[src/shared/canain_pkg.sv]
package canain_pkg;
  // register byte offsets
  localparam logic [7:0] OFF_CTRL      = 8'h00; // auto-start/soft reset
  localparam logic [7:0] OFF_ADCCFG    = 8'h04; // rate, gain, polarity, channels
  localparam logic [7:0] OFF_TXTYPE    = 8'h08; // transmission types
  localparam logic [7:0] OFF_CALVALID  = 8'h0c; // per-range calibration valid
  localparam logic [7:0] OFF_CALGAIN   = 8'h10; // microvolts per count, active range
  localparam logic [7:0] OFF_STATUS    = 8'h14; // node state
  localparam logic [7:0] OFF_DEFTX     = 8'h18; // saved default transmission types
  // field positions
  localparam int CTRL_AUTOSTART_BIT = 0;
  localparam int CTRL_SOFTRST_BIT   = 1;
  // reset values
  localparam logic [6:0] CHAN_CNT_RST = 7'h40;
  localparam logic [6:0] ADCCFG_RST   = 7'h00;
  localparam logic [7:0] TXTYPE_RST   = 8'h01;
  // identifiers and message bytes
  localparam logic [10:0] ID_NMT      = 11'h000;
  localparam logic [10:0] ID_SYNC     = 11'h080;
  localparam logic [10:0] ID_EMCY     = 11'h080;
  localparam logic [10:0] ID_COUNT    = 11'h280;
  localparam logic [10:0] ID_UVOLT    = 11'h380;
  localparam logic [10:0] ID_BOOTUP   = 11'h700;
  localparam logic [7:0]  NMT_START   = 8'h01;
  localparam logic [7:0]  NMT_RESET   = 8'h81;
  localparam logic [7:0]  TX_SYNC     = 8'h01;
  localparam logic [5:0]  STATION_MIN = 6'h01;
  localparam logic [5:0]  STATION_MAX = 6'h3f;
  localparam logic [63:0] EMCY_BYTES  = 64'h0050_80fe_0128_0000;
  // bootloader timeout
  localparam longint BOOT_WAIT_MS    = 4000;
  localparam longint CLK_HZ          = 125000000;
  localparam longint BOOT_WAIT_CYC   = BOOT_WAIT_MS * CLK_HZ / 1000;

  typedef struct packed {
    logic        valid;
    logic [10:0] id;
    logic [3:0]  dlc;
    logic [63:0] data; // byte 0 in bits 63:56
  } canain_frame_type;

  typedef struct packed {
    logic        valid;
    logic [5:0]  chan;
    logic [15:0] count;
    logic        err;
  } canain_sample_type;
endpackage : canain_pkg

[src/logic/canain_node.sv]
`timescale 1ns/100ps
module canain_node
  import canain_pkg::*;
#(
  parameter longint BOOT_CYC = BOOT_WAIT_CYC
) (
  // clock and reset
  input  wire logic              core_clk,
  input  wire logic              reset,
  // board straps and reset cause
  input  wire logic [5:0]        station_number,
  input  wire logic [7:0]        reset_cause_register,
  // avalon-mm slave
  input  wire logic [7:0]        avs_address,
  input  wire logic              avs_read,
  input  wire logic              avs_write,
  input  wire logic [31:0]       avs_writedata,
  output logic      [31:0]       avs_readdata,
  output logic                   avs_waitrequest,
  // received frames
  input  wire canain_frame_type  rx_frame,
  // frames to transmit
  output canain_frame_type       tx_frame,
  input  wire logic              tx_ready,
  // adc conversion
  output logic                   adc_start,
  output logic      [5:0]        adc_chan,
  input  wire canain_sample_type adc_sample
);
  typedef enum {ST_BOOT, ST_EMCY, ST_WAIT, ST_BOOTUP, ST_PREOP, ST_OPER} canain_state_type;
  typedef enum {SC_IDLE, SC_CONV, SC_WAIT, SC_SEND} canain_scan_type;

  canain_state_type state_r;
  canain_scan_type  scan_r;
  logic [63:0] boot_cnt_r;
  logic        cold_r;       // low until the first power-up hand-over is done
  logic [5:0]  station_r;
  logic [5:0]  stn_s1_r, stn_s2_r, stn_s3_r; // switch synchroniser stages
  logic        autostart_r;
  logic [6:0]  adccfg_r;
  logic [6:0]  chan_cnt_r;
  logic [7:0]  txcnt_r, txuv_r, defcnt_r, defuv_r;
  logic [7:0]  calvalid_r;
  logic [31:0] calgain_r;
  logic [5:0]  chan_r;
  logic [15:0] count_r;
  logic        err_r;
  logic        ack_r;
  logic        soft_rst;
  logic        nmt_hit, nmt_start, nmt_reset, sync_hit;
  logic        use_uv;
  logic [31:0] uv_val;
  logic [7:0]  status_byte;

  // frames addressed to this node or to all
  assign nmt_hit   = rx_frame.valid && rx_frame.id == ID_NMT
                     && (rx_frame.data[55:48] == 8'h00
                         || rx_frame.data[55:48] == {2'b00, station_r});
  assign nmt_start = nmt_hit && rx_frame.data[63:56] == NMT_START;
  assign nmt_reset = nmt_hit && rx_frame.data[63:56] == NMT_RESET;
  assign sync_hit  = rx_frame.valid && rx_frame.id == ID_SYNC && rx_frame.dlc == 4'h0;
  assign soft_rst  = avs_write && avs_address == OFF_CTRL && ack_r
                     && avs_writedata[CTRL_SOFTRST_BIT];

  // one wait state per access: answer on the second edge
  always_ff @(posedge core_clk) begin
    if (reset) ack_r <= 1'b0;
    else ack_r <= (avs_read || avs_write) && !ack_r;
  end
  assign avs_waitrequest = (avs_read || avs_write) && !ack_r;

  // register writes
  always_ff @(posedge core_clk) begin
    if (reset) begin
      autostart_r <= 1'b0;
      adccfg_r    <= ADCCFG_RST;
      chan_cnt_r  <= CHAN_CNT_RST;
      defcnt_r    <= TXTYPE_RST;
      defuv_r     <= TXTYPE_RST;
      calvalid_r  <= 8'h00;
      calgain_r   <= 32'h0000_0001;
    end else if (avs_write && ack_r) begin
      if (avs_address == OFF_CTRL) begin
        autostart_r <= avs_writedata[CTRL_AUTOSTART_BIT];
      end else if (avs_address == OFF_ADCCFG) begin
        adccfg_r <= avs_writedata[6:0];
        chan_cnt_r <= (avs_writedata[14:8] > CHAN_CNT_RST) ? CHAN_CNT_RST
                                                           : avs_writedata[14:8];
      end else if (avs_address == OFF_CALVALID) begin
        calvalid_r <= avs_writedata[7:0];
      end else if (avs_address == OFF_CALGAIN) begin
        calgain_r <= avs_writedata;
      end else if (avs_address == OFF_DEFTX) begin
        defcnt_r <= avs_writedata[7:0];
        defuv_r  <= avs_writedata[15:8];
      end
    end
  end

  // live types, reloaded from saved defaults on any reset
  always_ff @(posedge core_clk) begin
    if (reset) begin
      txcnt_r <= TXTYPE_RST;
      txuv_r  <= TXTYPE_RST;
    end else if (state_r == ST_BOOTUP) begin
      txcnt_r <= defcnt_r;
      txuv_r  <= defuv_r;
    end else if (avs_write && ack_r && avs_address == OFF_TXTYPE) begin
      txcnt_r <= avs_writedata[7:0];
      txuv_r  <= avs_writedata[15:8];
    end
  end

  // register reads; unmapped reads return zero
  always_ff @(posedge core_clk) begin
    if (reset) avs_readdata <= 32'h0000_0000;
    else if (avs_read && !ack_r) begin
      if (avs_address == OFF_CTRL) avs_readdata <= {31'h0, autostart_r};
      else if (avs_address == OFF_ADCCFG) avs_readdata <= {17'h0, chan_cnt_r, 1'b0, adccfg_r};
      else if (avs_address == OFF_TXTYPE) avs_readdata <= {16'h0, txuv_r, txcnt_r};
      else if (avs_address == OFF_CALVALID) avs_readdata <= {24'h0, calvalid_r};
      else if (avs_address == OFF_CALGAIN) avs_readdata <= calgain_r;
      else if (avs_address == OFF_STATUS)
        avs_readdata <= {24'h0, (state_r == ST_OPER), (state_r == ST_PREOP), station_r};
      else if (avs_address == OFF_DEFTX) avs_readdata <= {16'h0, defuv_r, defcnt_r};
      else avs_readdata <= 32'h0000_0000;
    end
  end

  // switches are not on core_clk: three stages, only the second reads the first
  always_ff @(posedge core_clk) begin
    stn_s1_r <= station_number;
    stn_s2_r <= stn_s1_r;
    stn_s3_r <= stn_s2_r;
  end

  // node state: bootloader, boot-up, pre-operational, operational
  always_ff @(posedge core_clk) begin
    if (reset) begin
      state_r    <= ST_BOOT;
      cold_r     <= 1'b0;
      boot_cnt_r <= 64'h0;
      station_r  <= STATION_MIN;
    end else begin
      case (state_r)
        ST_BOOT: begin
          boot_cnt_r <= 64'h0;
          // straps taken once two stages agree, clamped to 1..63
          if (stn_s2_r == stn_s3_r) begin
            station_r <= (stn_s3_r < STATION_MIN) ? STATION_MIN : stn_s3_r;
            state_r <= cold_r ? ST_BOOTUP : ST_EMCY;
          end
        end
        ST_EMCY: if (tx_ready) state_r <= ST_WAIT;
        ST_WAIT: begin
          boot_cnt_r <= boot_cnt_r + 64'h1;
          if (nmt_reset || boot_cnt_r >= 64'(BOOT_CYC - 1)) begin
            cold_r  <= 1'b1;
            state_r <= ST_BOOTUP;
          end
        end
        ST_BOOTUP: if (tx_ready) state_r <= autostart_r ? ST_OPER : ST_PREOP;
        ST_PREOP, ST_OPER: begin
          // soft reset reruns init without the emergency frame or bootloader wait
          if (nmt_reset || soft_rst) state_r <= ST_BOOT;
          else if (nmt_start) state_r <= ST_OPER;
        end
        default: state_r <= ST_BOOT;
      endcase
    end
  end

  // microvolts unless uv type not sync or calibration missing
  assign use_uv = (txuv_r == TX_SYNC) && calvalid_r[adccfg_r[3:1]];
  assign uv_val = 32'(calgain_r * {16'h0, count_r});
  assign status_byte = {err_r, adccfg_r};

  always_ff @(posedge core_clk) begin
    if (reset) begin
      scan_r  <= SC_IDLE;
      chan_r  <= 6'h00;
      count_r <= 16'h0000;
      err_r   <= 1'b0;
    end else if (state_r != ST_OPER) begin
      scan_r <= SC_IDLE;
    end else begin
      case (scan_r)
        SC_IDLE: begin
          chan_r <= 6'h00;
          if (sync_hit && chan_cnt_r != 7'h00
              && (txcnt_r == TX_SYNC || txuv_r == TX_SYNC)) scan_r <= SC_CONV;
        end
        SC_CONV: scan_r <= SC_WAIT;
        SC_WAIT: if (adc_sample.valid) begin
          count_r <= adc_sample.count;
          err_r   <= adc_sample.err;
          scan_r  <= SC_SEND;
        end
        SC_SEND: if (tx_ready) begin
          if ({1'b0, chan_r} + 7'h01 >= chan_cnt_r) scan_r <= SC_IDLE;
          else begin
            chan_r <= chan_r + 6'h01;
            scan_r <= SC_CONV;
          end
        end
        default: scan_r <= SC_IDLE;
      endcase
    end
  end

  assign adc_start = (scan_r == SC_CONV);
  assign adc_chan  = chan_r;

  // outgoing frame, held until taken
  always_comb begin
    tx_frame = '0;
    if (state_r == ST_EMCY) begin
      tx_frame.valid = 1'b1;
      tx_frame.id    = ID_EMCY + {5'h0, station_r};
      tx_frame.dlc   = 4'h8;
      tx_frame.data  = EMCY_BYTES | {48'h0, reset_cause_register, 8'h00};
    end else if (state_r == ST_BOOTUP) begin
      tx_frame.valid = 1'b1;
      tx_frame.id    = ID_BOOTUP + {5'h0, station_r};
      tx_frame.dlc   = 4'h1;
    end else if (state_r == ST_OPER && scan_r == SC_SEND) begin
      tx_frame.valid = 1'b1;
      if (use_uv) begin
        tx_frame.id   = ID_UVOLT + {5'h0, station_r};
        tx_frame.dlc  = 4'h6;
        tx_frame.data = {2'b00, chan_r, status_byte, uv_val[7:0], uv_val[15:8],
                         uv_val[23:16], uv_val[31:24], 16'h0000};
      end else begin
        tx_frame.id   = ID_COUNT + {5'h0, station_r};
        tx_frame.dlc  = 4'h4;
        tx_frame.data = {2'b00, chan_r, status_byte, count_r[7:0], count_r[15:8], 32'h0};
      end
    end
  end
endmodule : canain_node

[config.mk]
export PLATFORM = sky130hd
export DESIGN_NAME = canain_node
export DESIGN_NICKNAME = d
export VERILOG_FILES = /design/src/shared/canain_pkg.sv /design/src/logic/canain_node.sv
export SDC_FILE = /design/constraint.sdc
export NUM_CORES = 2
export LEC_CHECK = 0
export ABC_AREA = 1
export BUFFER_PORTS_ARGS = -buffer_cell sky130_fd_sc_hd__clkbuf_2
export CAP_MARGIN = 40
export CORE_MARGIN = 2
export CORE_UTILIZATION = 60
export CTS_BUF_LIST = sky130_fd_sc_hd__clkbuf_4 sky130_fd_sc_hd__clkbuf_8
export DETAILED_ROUTE_END_ITERATION = 16
export PLACE_DENSITY = 0.91
export SETUP_SLACK_MARGIN = 0.2
export SLEW_MARGIN = 10
export SYNTH_ARGS = -nofsm -noshare
export SYNTH_HDL_FRONTEND = slang
export SYNTH_SLANG_ARGS = --single-unit
export TNS_END_PERCENT = 5
[constraint.sdc]
create_clock -name core_clk -period 22.1 [get_ports core_clk]
set_input_delay 5.525 -clock core_clk [delete_from_list [all_inputs] [get_ports core_clk]]
set_output_delay 5.525 -clock core_clk [all_outputs]
set_load 0.02 [all_outputs]
[After elaboration in Yosys (flattened, before gate mapping)]
Index checks and enable logic that the tools add are counted.
Word-level totals
  register bits: 296
  input port bits: 163
Cells by class
  reduce and logical (&&, ||, !) cells: 46
  bitwise gates (word level): 5
  equal/unequal tests: 37
  $lt $le $gt $ge: 5
  $mul: 1
  add/sub/neg operators: 7
  muxes and demuxes: 38
Operators with widths (count)
  32-bit 2-to-1 mux: 14
  32-bit by 2-bit == test with 1-bit output (second input constant): 6
  80-bit 2-to-1 mux: 2
  32-bit one-hot mux with 5 select lines: 1
  32-bit by 3-bit == test with 1-bit output (second input constant): 4
  32-bit one-hot mux with 4 select lines: 1
  64-bit one-hot mux with 2 select lines: 1
  79-bit 2-to-1 mux: 1
  64-bit by 1-bit adder with 64-bit output (second input constant): 1
  32-bit by 1-bit == test with 1-bit output (second input constant): 2
  32-bit by 4-bit == test with 1-bit output (second input constant): 2
  64-bit by 29-bit >= comparator with 1-bit output (second input constant): 1
  32-bit logical NOT: 2
  64-bit 2-to-1 mux: 1
  16-bit 2-to-1 mux: 3
  32-bit by 16-bit multiplier with 32-bit output: 1
  8-bit 2-to-1 mux: 4
  32-bit by 4-bit inequality test with 1-bit output (second input constant): 1
  8-bit by 1-bit == test with 1-bit output (second input constant): 3
  8-bit by 5-bit == test with 1-bit output (second input constant): 3
  10-bit by 6-bit adder with 11-bit output (first input constant): 2
  6-bit 2-to-1 mux: 3
  1-bit logical AND: 17
  8-bit by 4-bit == test with 1-bit output (second input constant): 2
  34 further kinds: 61

[Logic depth before layout (Yosys ltp)]
  word-level depth: 8
  depth in mapped cells: 28
  mapped depth without buffers: 26

[Worst setup path after synthesis]
No wires, ideal clock.
  path kind: input port to output port
  start point: input avs_write
  end point: output avs_waitrequest
  arrival time: 5.841 ns
  path buffers: 0
  slack: 10.734 ns
  cell stages on the path: 2
  cells stage by stage: nor2_1 nor2_1
On the way
  longest elaborated chain between the ends: 2
Ends and longest elaborated chain
  from (decl): RTL line canain_node.sv:16  | input wire logic avs_write,
  1-bit logical OR: RTL line canain_node.sv:70  | assign avs_waitrequest = (avs_read || avs_write) && !ack_r;
  1-bit logical AND: RTL line canain_node.sv:70
  to (decl): RTL line canain_node.sv:19  | output logic avs_waitrequest,
No other way between the ends.

==> flow_metrics.tcl <==
set metrics [dict create \
    p_int_w 0.000700 \
    postCtsHoldBufs 0 \
    root_buffer "clkbuf_8" \
    critical_path_peak_fanout 17 \
    tightest_slew_ns 1.00 \
    ir_drop_v 0.0000580 \
    period_minus_slack_ns 12.55 \
    crit_chain "nand2_1 > fa_1 > inv_1 > fa_1 > fa_1 > fa_1 > fa_1 > inv_1 > fa_1 > inv_1 > ha_1 > nand2_1 > inv_1 > nand2_1 > nor3_1 > nand4_1 > nand3_1 > a21o_1 > nor2_1 > nor2_1 > clkbuf_2" \
    setup-violations-final 0 \
    crit_start "calgain_r[6]$_SDFFE_PP0P_" \
    ys_types 55 \
    r2r-start "adc_chan[2]$_SDFFE_PP0P_" \
    end_kind "primary output" \
    io_pins 283 \
    hpwl_mm 54.8 \
    drt-initial-drc-count 2740 \
    critPathMaxStageDelay_ns 0.96 \
    worst_setup_path_start_kind "flip-flop" \
    synthCells 3625 \
    drc 0 \
    io_buffers 217 \
    async_flop_share 0 \
    wl_per_cell_um 17.0 \
    hold_depth 0 \
    dr.pass1.iters 6 \
    place_congestion 0.974 \
    path_buf_inv 5 \
    worstSetupPathDepth 21 \
    postRouteAntennaNets 0 \
    clock_path_buffers 3 \
    clkPwrFrac 0.380 \
    hold_path.class "flip-flop to flip-flop" \
    wirelength_mm 73.0 \
    p_comb_frac 0.188 \
    drv_slew 0 \
    finalSetupTns_ns 0 \
    cts.clk_slew.worst_paths_ns 0.06 \
    relSlewSlack 0.330 \
    cts_sinks 237 \
    synth_top_area_share 0.245 \
    grt_max_degree 54 \
    core-area_sq_um 40800 \
    rrSetupSlack_ns 19.57 \
    netSwitchingPower_w 0.000328 \
    cts_buffers 36 \
    die_w_um 207 \
    p_per_area_nw_per_um2 38.1 \
    avgViaCountPerCell 5.67 \
    ys_top_cells_by_count "nand2_1, inv_1, fa_1, nor2_1, dfxtp_1" \
    cellLeakagePower_nw 13.3 \
    outcome "finished, final reports clean" \
    grt_first_pass_wirelength_mm 118 \
    grt_usage 0.336 \
    design.die.area_sq_um 43100 \
    grt_pass1_vias 23800 \
    worst_skew_pair.late_latency_ns 0.56 \
    start_util 0.608 \
    seqPwrFrac 0.432 \
    cap_violations 0 \
    vias 24400 \
    cts_tree "built" \
    total_power_w 0.00103 \
    crit_path_frequent_cell "fa_1" \
    nets 4286 \
    core.rowCount 74 \
    worst_r2r_path_depth 14 \
    cts_setup_buffers 0 \
    crit_type "flip-flop to primary output" \
    fin_crit_sh 0.568 \
    min_to "stn_s2_r[0]$_DFF_P_" \
    ys_ff_latch 237 \
    cp.arrival_ns 7.02 \
    max_freq_mhz 79.7 \
    htree_levels 2 \
    timing.rr.end "adc_chan[5]$_SDFFE_PP0P_" \
    worstPathRequired_ns 16.58 \
    drive_gt1_frac 0.102 \
    area_growth_pct 8.52 \
    synth_ff_type "dfxtp_1" \
    syn_area_sq_um 24800 \
    critical-path-slowest-cell "dfxtp_1" \
    ys_seq_area_frac 0.191 \
    switching_share 0.319 \
    min_from "stn_s1_r[0]$_DFF_P_" \
    synth_edf_count 0 \
    yosysMostFrequentCell "nand2_1" \
    yosysTopAreaCell "fa_1" \
    die_h_um 207 \
    overflow 0 \
    ys_warn_count 0 \
    cts_resized 0 \
    syn_avg_cell_area_sq_um 6.85 \
    antenna_found_initial 3 \
    clock_skew_ns 0.0149 \
    rsz0062_at_grt "false" \
    synth_area_leaders "fa_1, dfxtp_1, nand2_1" \
    crit_family "adder cells" \
    hold_viol 0 \
]
-- flip-flops by register name, summed over array words and instances (netlist names), 7 cells and up --
register      flops
boot_cnt_r       64
avs_readdata     32
calgain_r        32
count_r          16
calvalid_r        8
defcnt_r          8
defuv_r           8
txcnt_r           8
txuv_r            8
adccfg_r          7
chan_cnt_r        7
-- cell type report --
class / count / area (sq um)
inverters: 764 / 2870
multi-input cells: 2455 / 16500
repair buffers: 247 / 1380
flip-flops and latches: 237 / 4750
fillers: 3239 / 13900
diodes: 3 / 7.51
clock buffers: 55 / 719
well taps: 532 / 666
clock inverters: 10 / 60.1
-- worst max path at each step --
stage | end | slack [ns]
floorplan | avs_waitrequest | 10.73
global placement | tx_frame[18] | 10.32
detailed placement | tx_frame[36] | 10.30
CTS | tx_frame[18] | 9.68
global route | tx_frame[17] | 9.21
finish | tx_frame[17] | 9.55
-- power by group through the flow --
stage | Sequential (W) | Clock, W | Combinational (W)
2_1_floorplan | 0.000451 | 0 | 0.000118
3_3_place_gp | 0.000453 | 0 | 0.000178
3_5_place_dp | 0.000453 | 0 | 0.000190
4_1_cts | 0.000443 | 0.000394 | 0.000190
5_1_grt | 0.000445 | 0.000409 | 0.000207
6_report | 0.000444 | 0.000391 | 0.000193
-- cell usage in the layout, fill, tap and decap left out, types with 5 or more instances in the layout --
master	netlist	routed
o211ai_1	19	19
o21bai_1	6	6
nor4_1	9	9
xnor2_1	10	10
nor2_1	281	281
nor3_1	44	44
clkbuf_2	0	216
nand3b_1	8	8
nand3_1	171	171
clkbuf_4	0	6
or2_2	13	13
dfxtp_1	237	236
nor2_4	7	7
clkbuf_8	0	49
nor3_2	7	7
o21ai_1	5	5
inv_1	748	747
fa_1	304	304
o22ai_1	8	8
nand4_1	53	53
nor2_2	16	16
ha_1	78	78
nand2_1	940	940
o21ai_0	157	157
buf_4	13	25
clkinv_2	0	6
a21oi_1	216	216
nand2_2	5	5
inv_2	13	14
a31oi_1	17	17
conb_1	1	11
xor2_1	29	29
-- kinds of logic (layout without fill, tap and decap cells) --
group	count (synthesis)	in the layout	synth area share
flip-flops	237	237	0.191
other	1	14	0.000151
AO/OA/AOI/OAI	452	452	0.0977
AND/OR/NAND/NOR	1571	1571	0.267
adder cells (fa/ha/maj)	382	382	0.284
XOR/XNOR	39	39	0.0137
buffers and inverters	943	1076	0.146
-- per-stage QoR --
stage          setup slack [ns]  cell area [sq um]  utilization  instances  hold WS, ns
2_1_floorplan             10.73              24900            -       3635        0.310
3_3_place_gp              10.32              26100        0.638       4229        0.310
3_5_place_dp              10.30              26200        0.641       4234        0.317
4_1_cts                    9.68              26900        0.660       4299        0.332
5_1_grt                    9.21              27000        0.660       4303        0.335
6_report                   9.55              27000        0.660       4303        0.330
-- worst reg2reg max path, delay by kind of cell (launching register included) --
family                     cells  cell delay (ns)
and+or+nand+nor                7             0.92
adders and majority gates      1             0.29
xor gates and xnor gates       1             0.16
DFF                            1             0.45
AOI/OAI and AO/OA              2             0.31
buffers and inverters          3             0.33
-- metal layers --
layer  wire length (um)  global-route usage  up-vias
li1                   -                   -    11200
met1              27200               0.426    11300
met2              33000               0.545     1635
met4               3590               0.158        0
met3               9160              0.0811      277
met5                  0                   0        -
(Power assumes the default switching activity.)
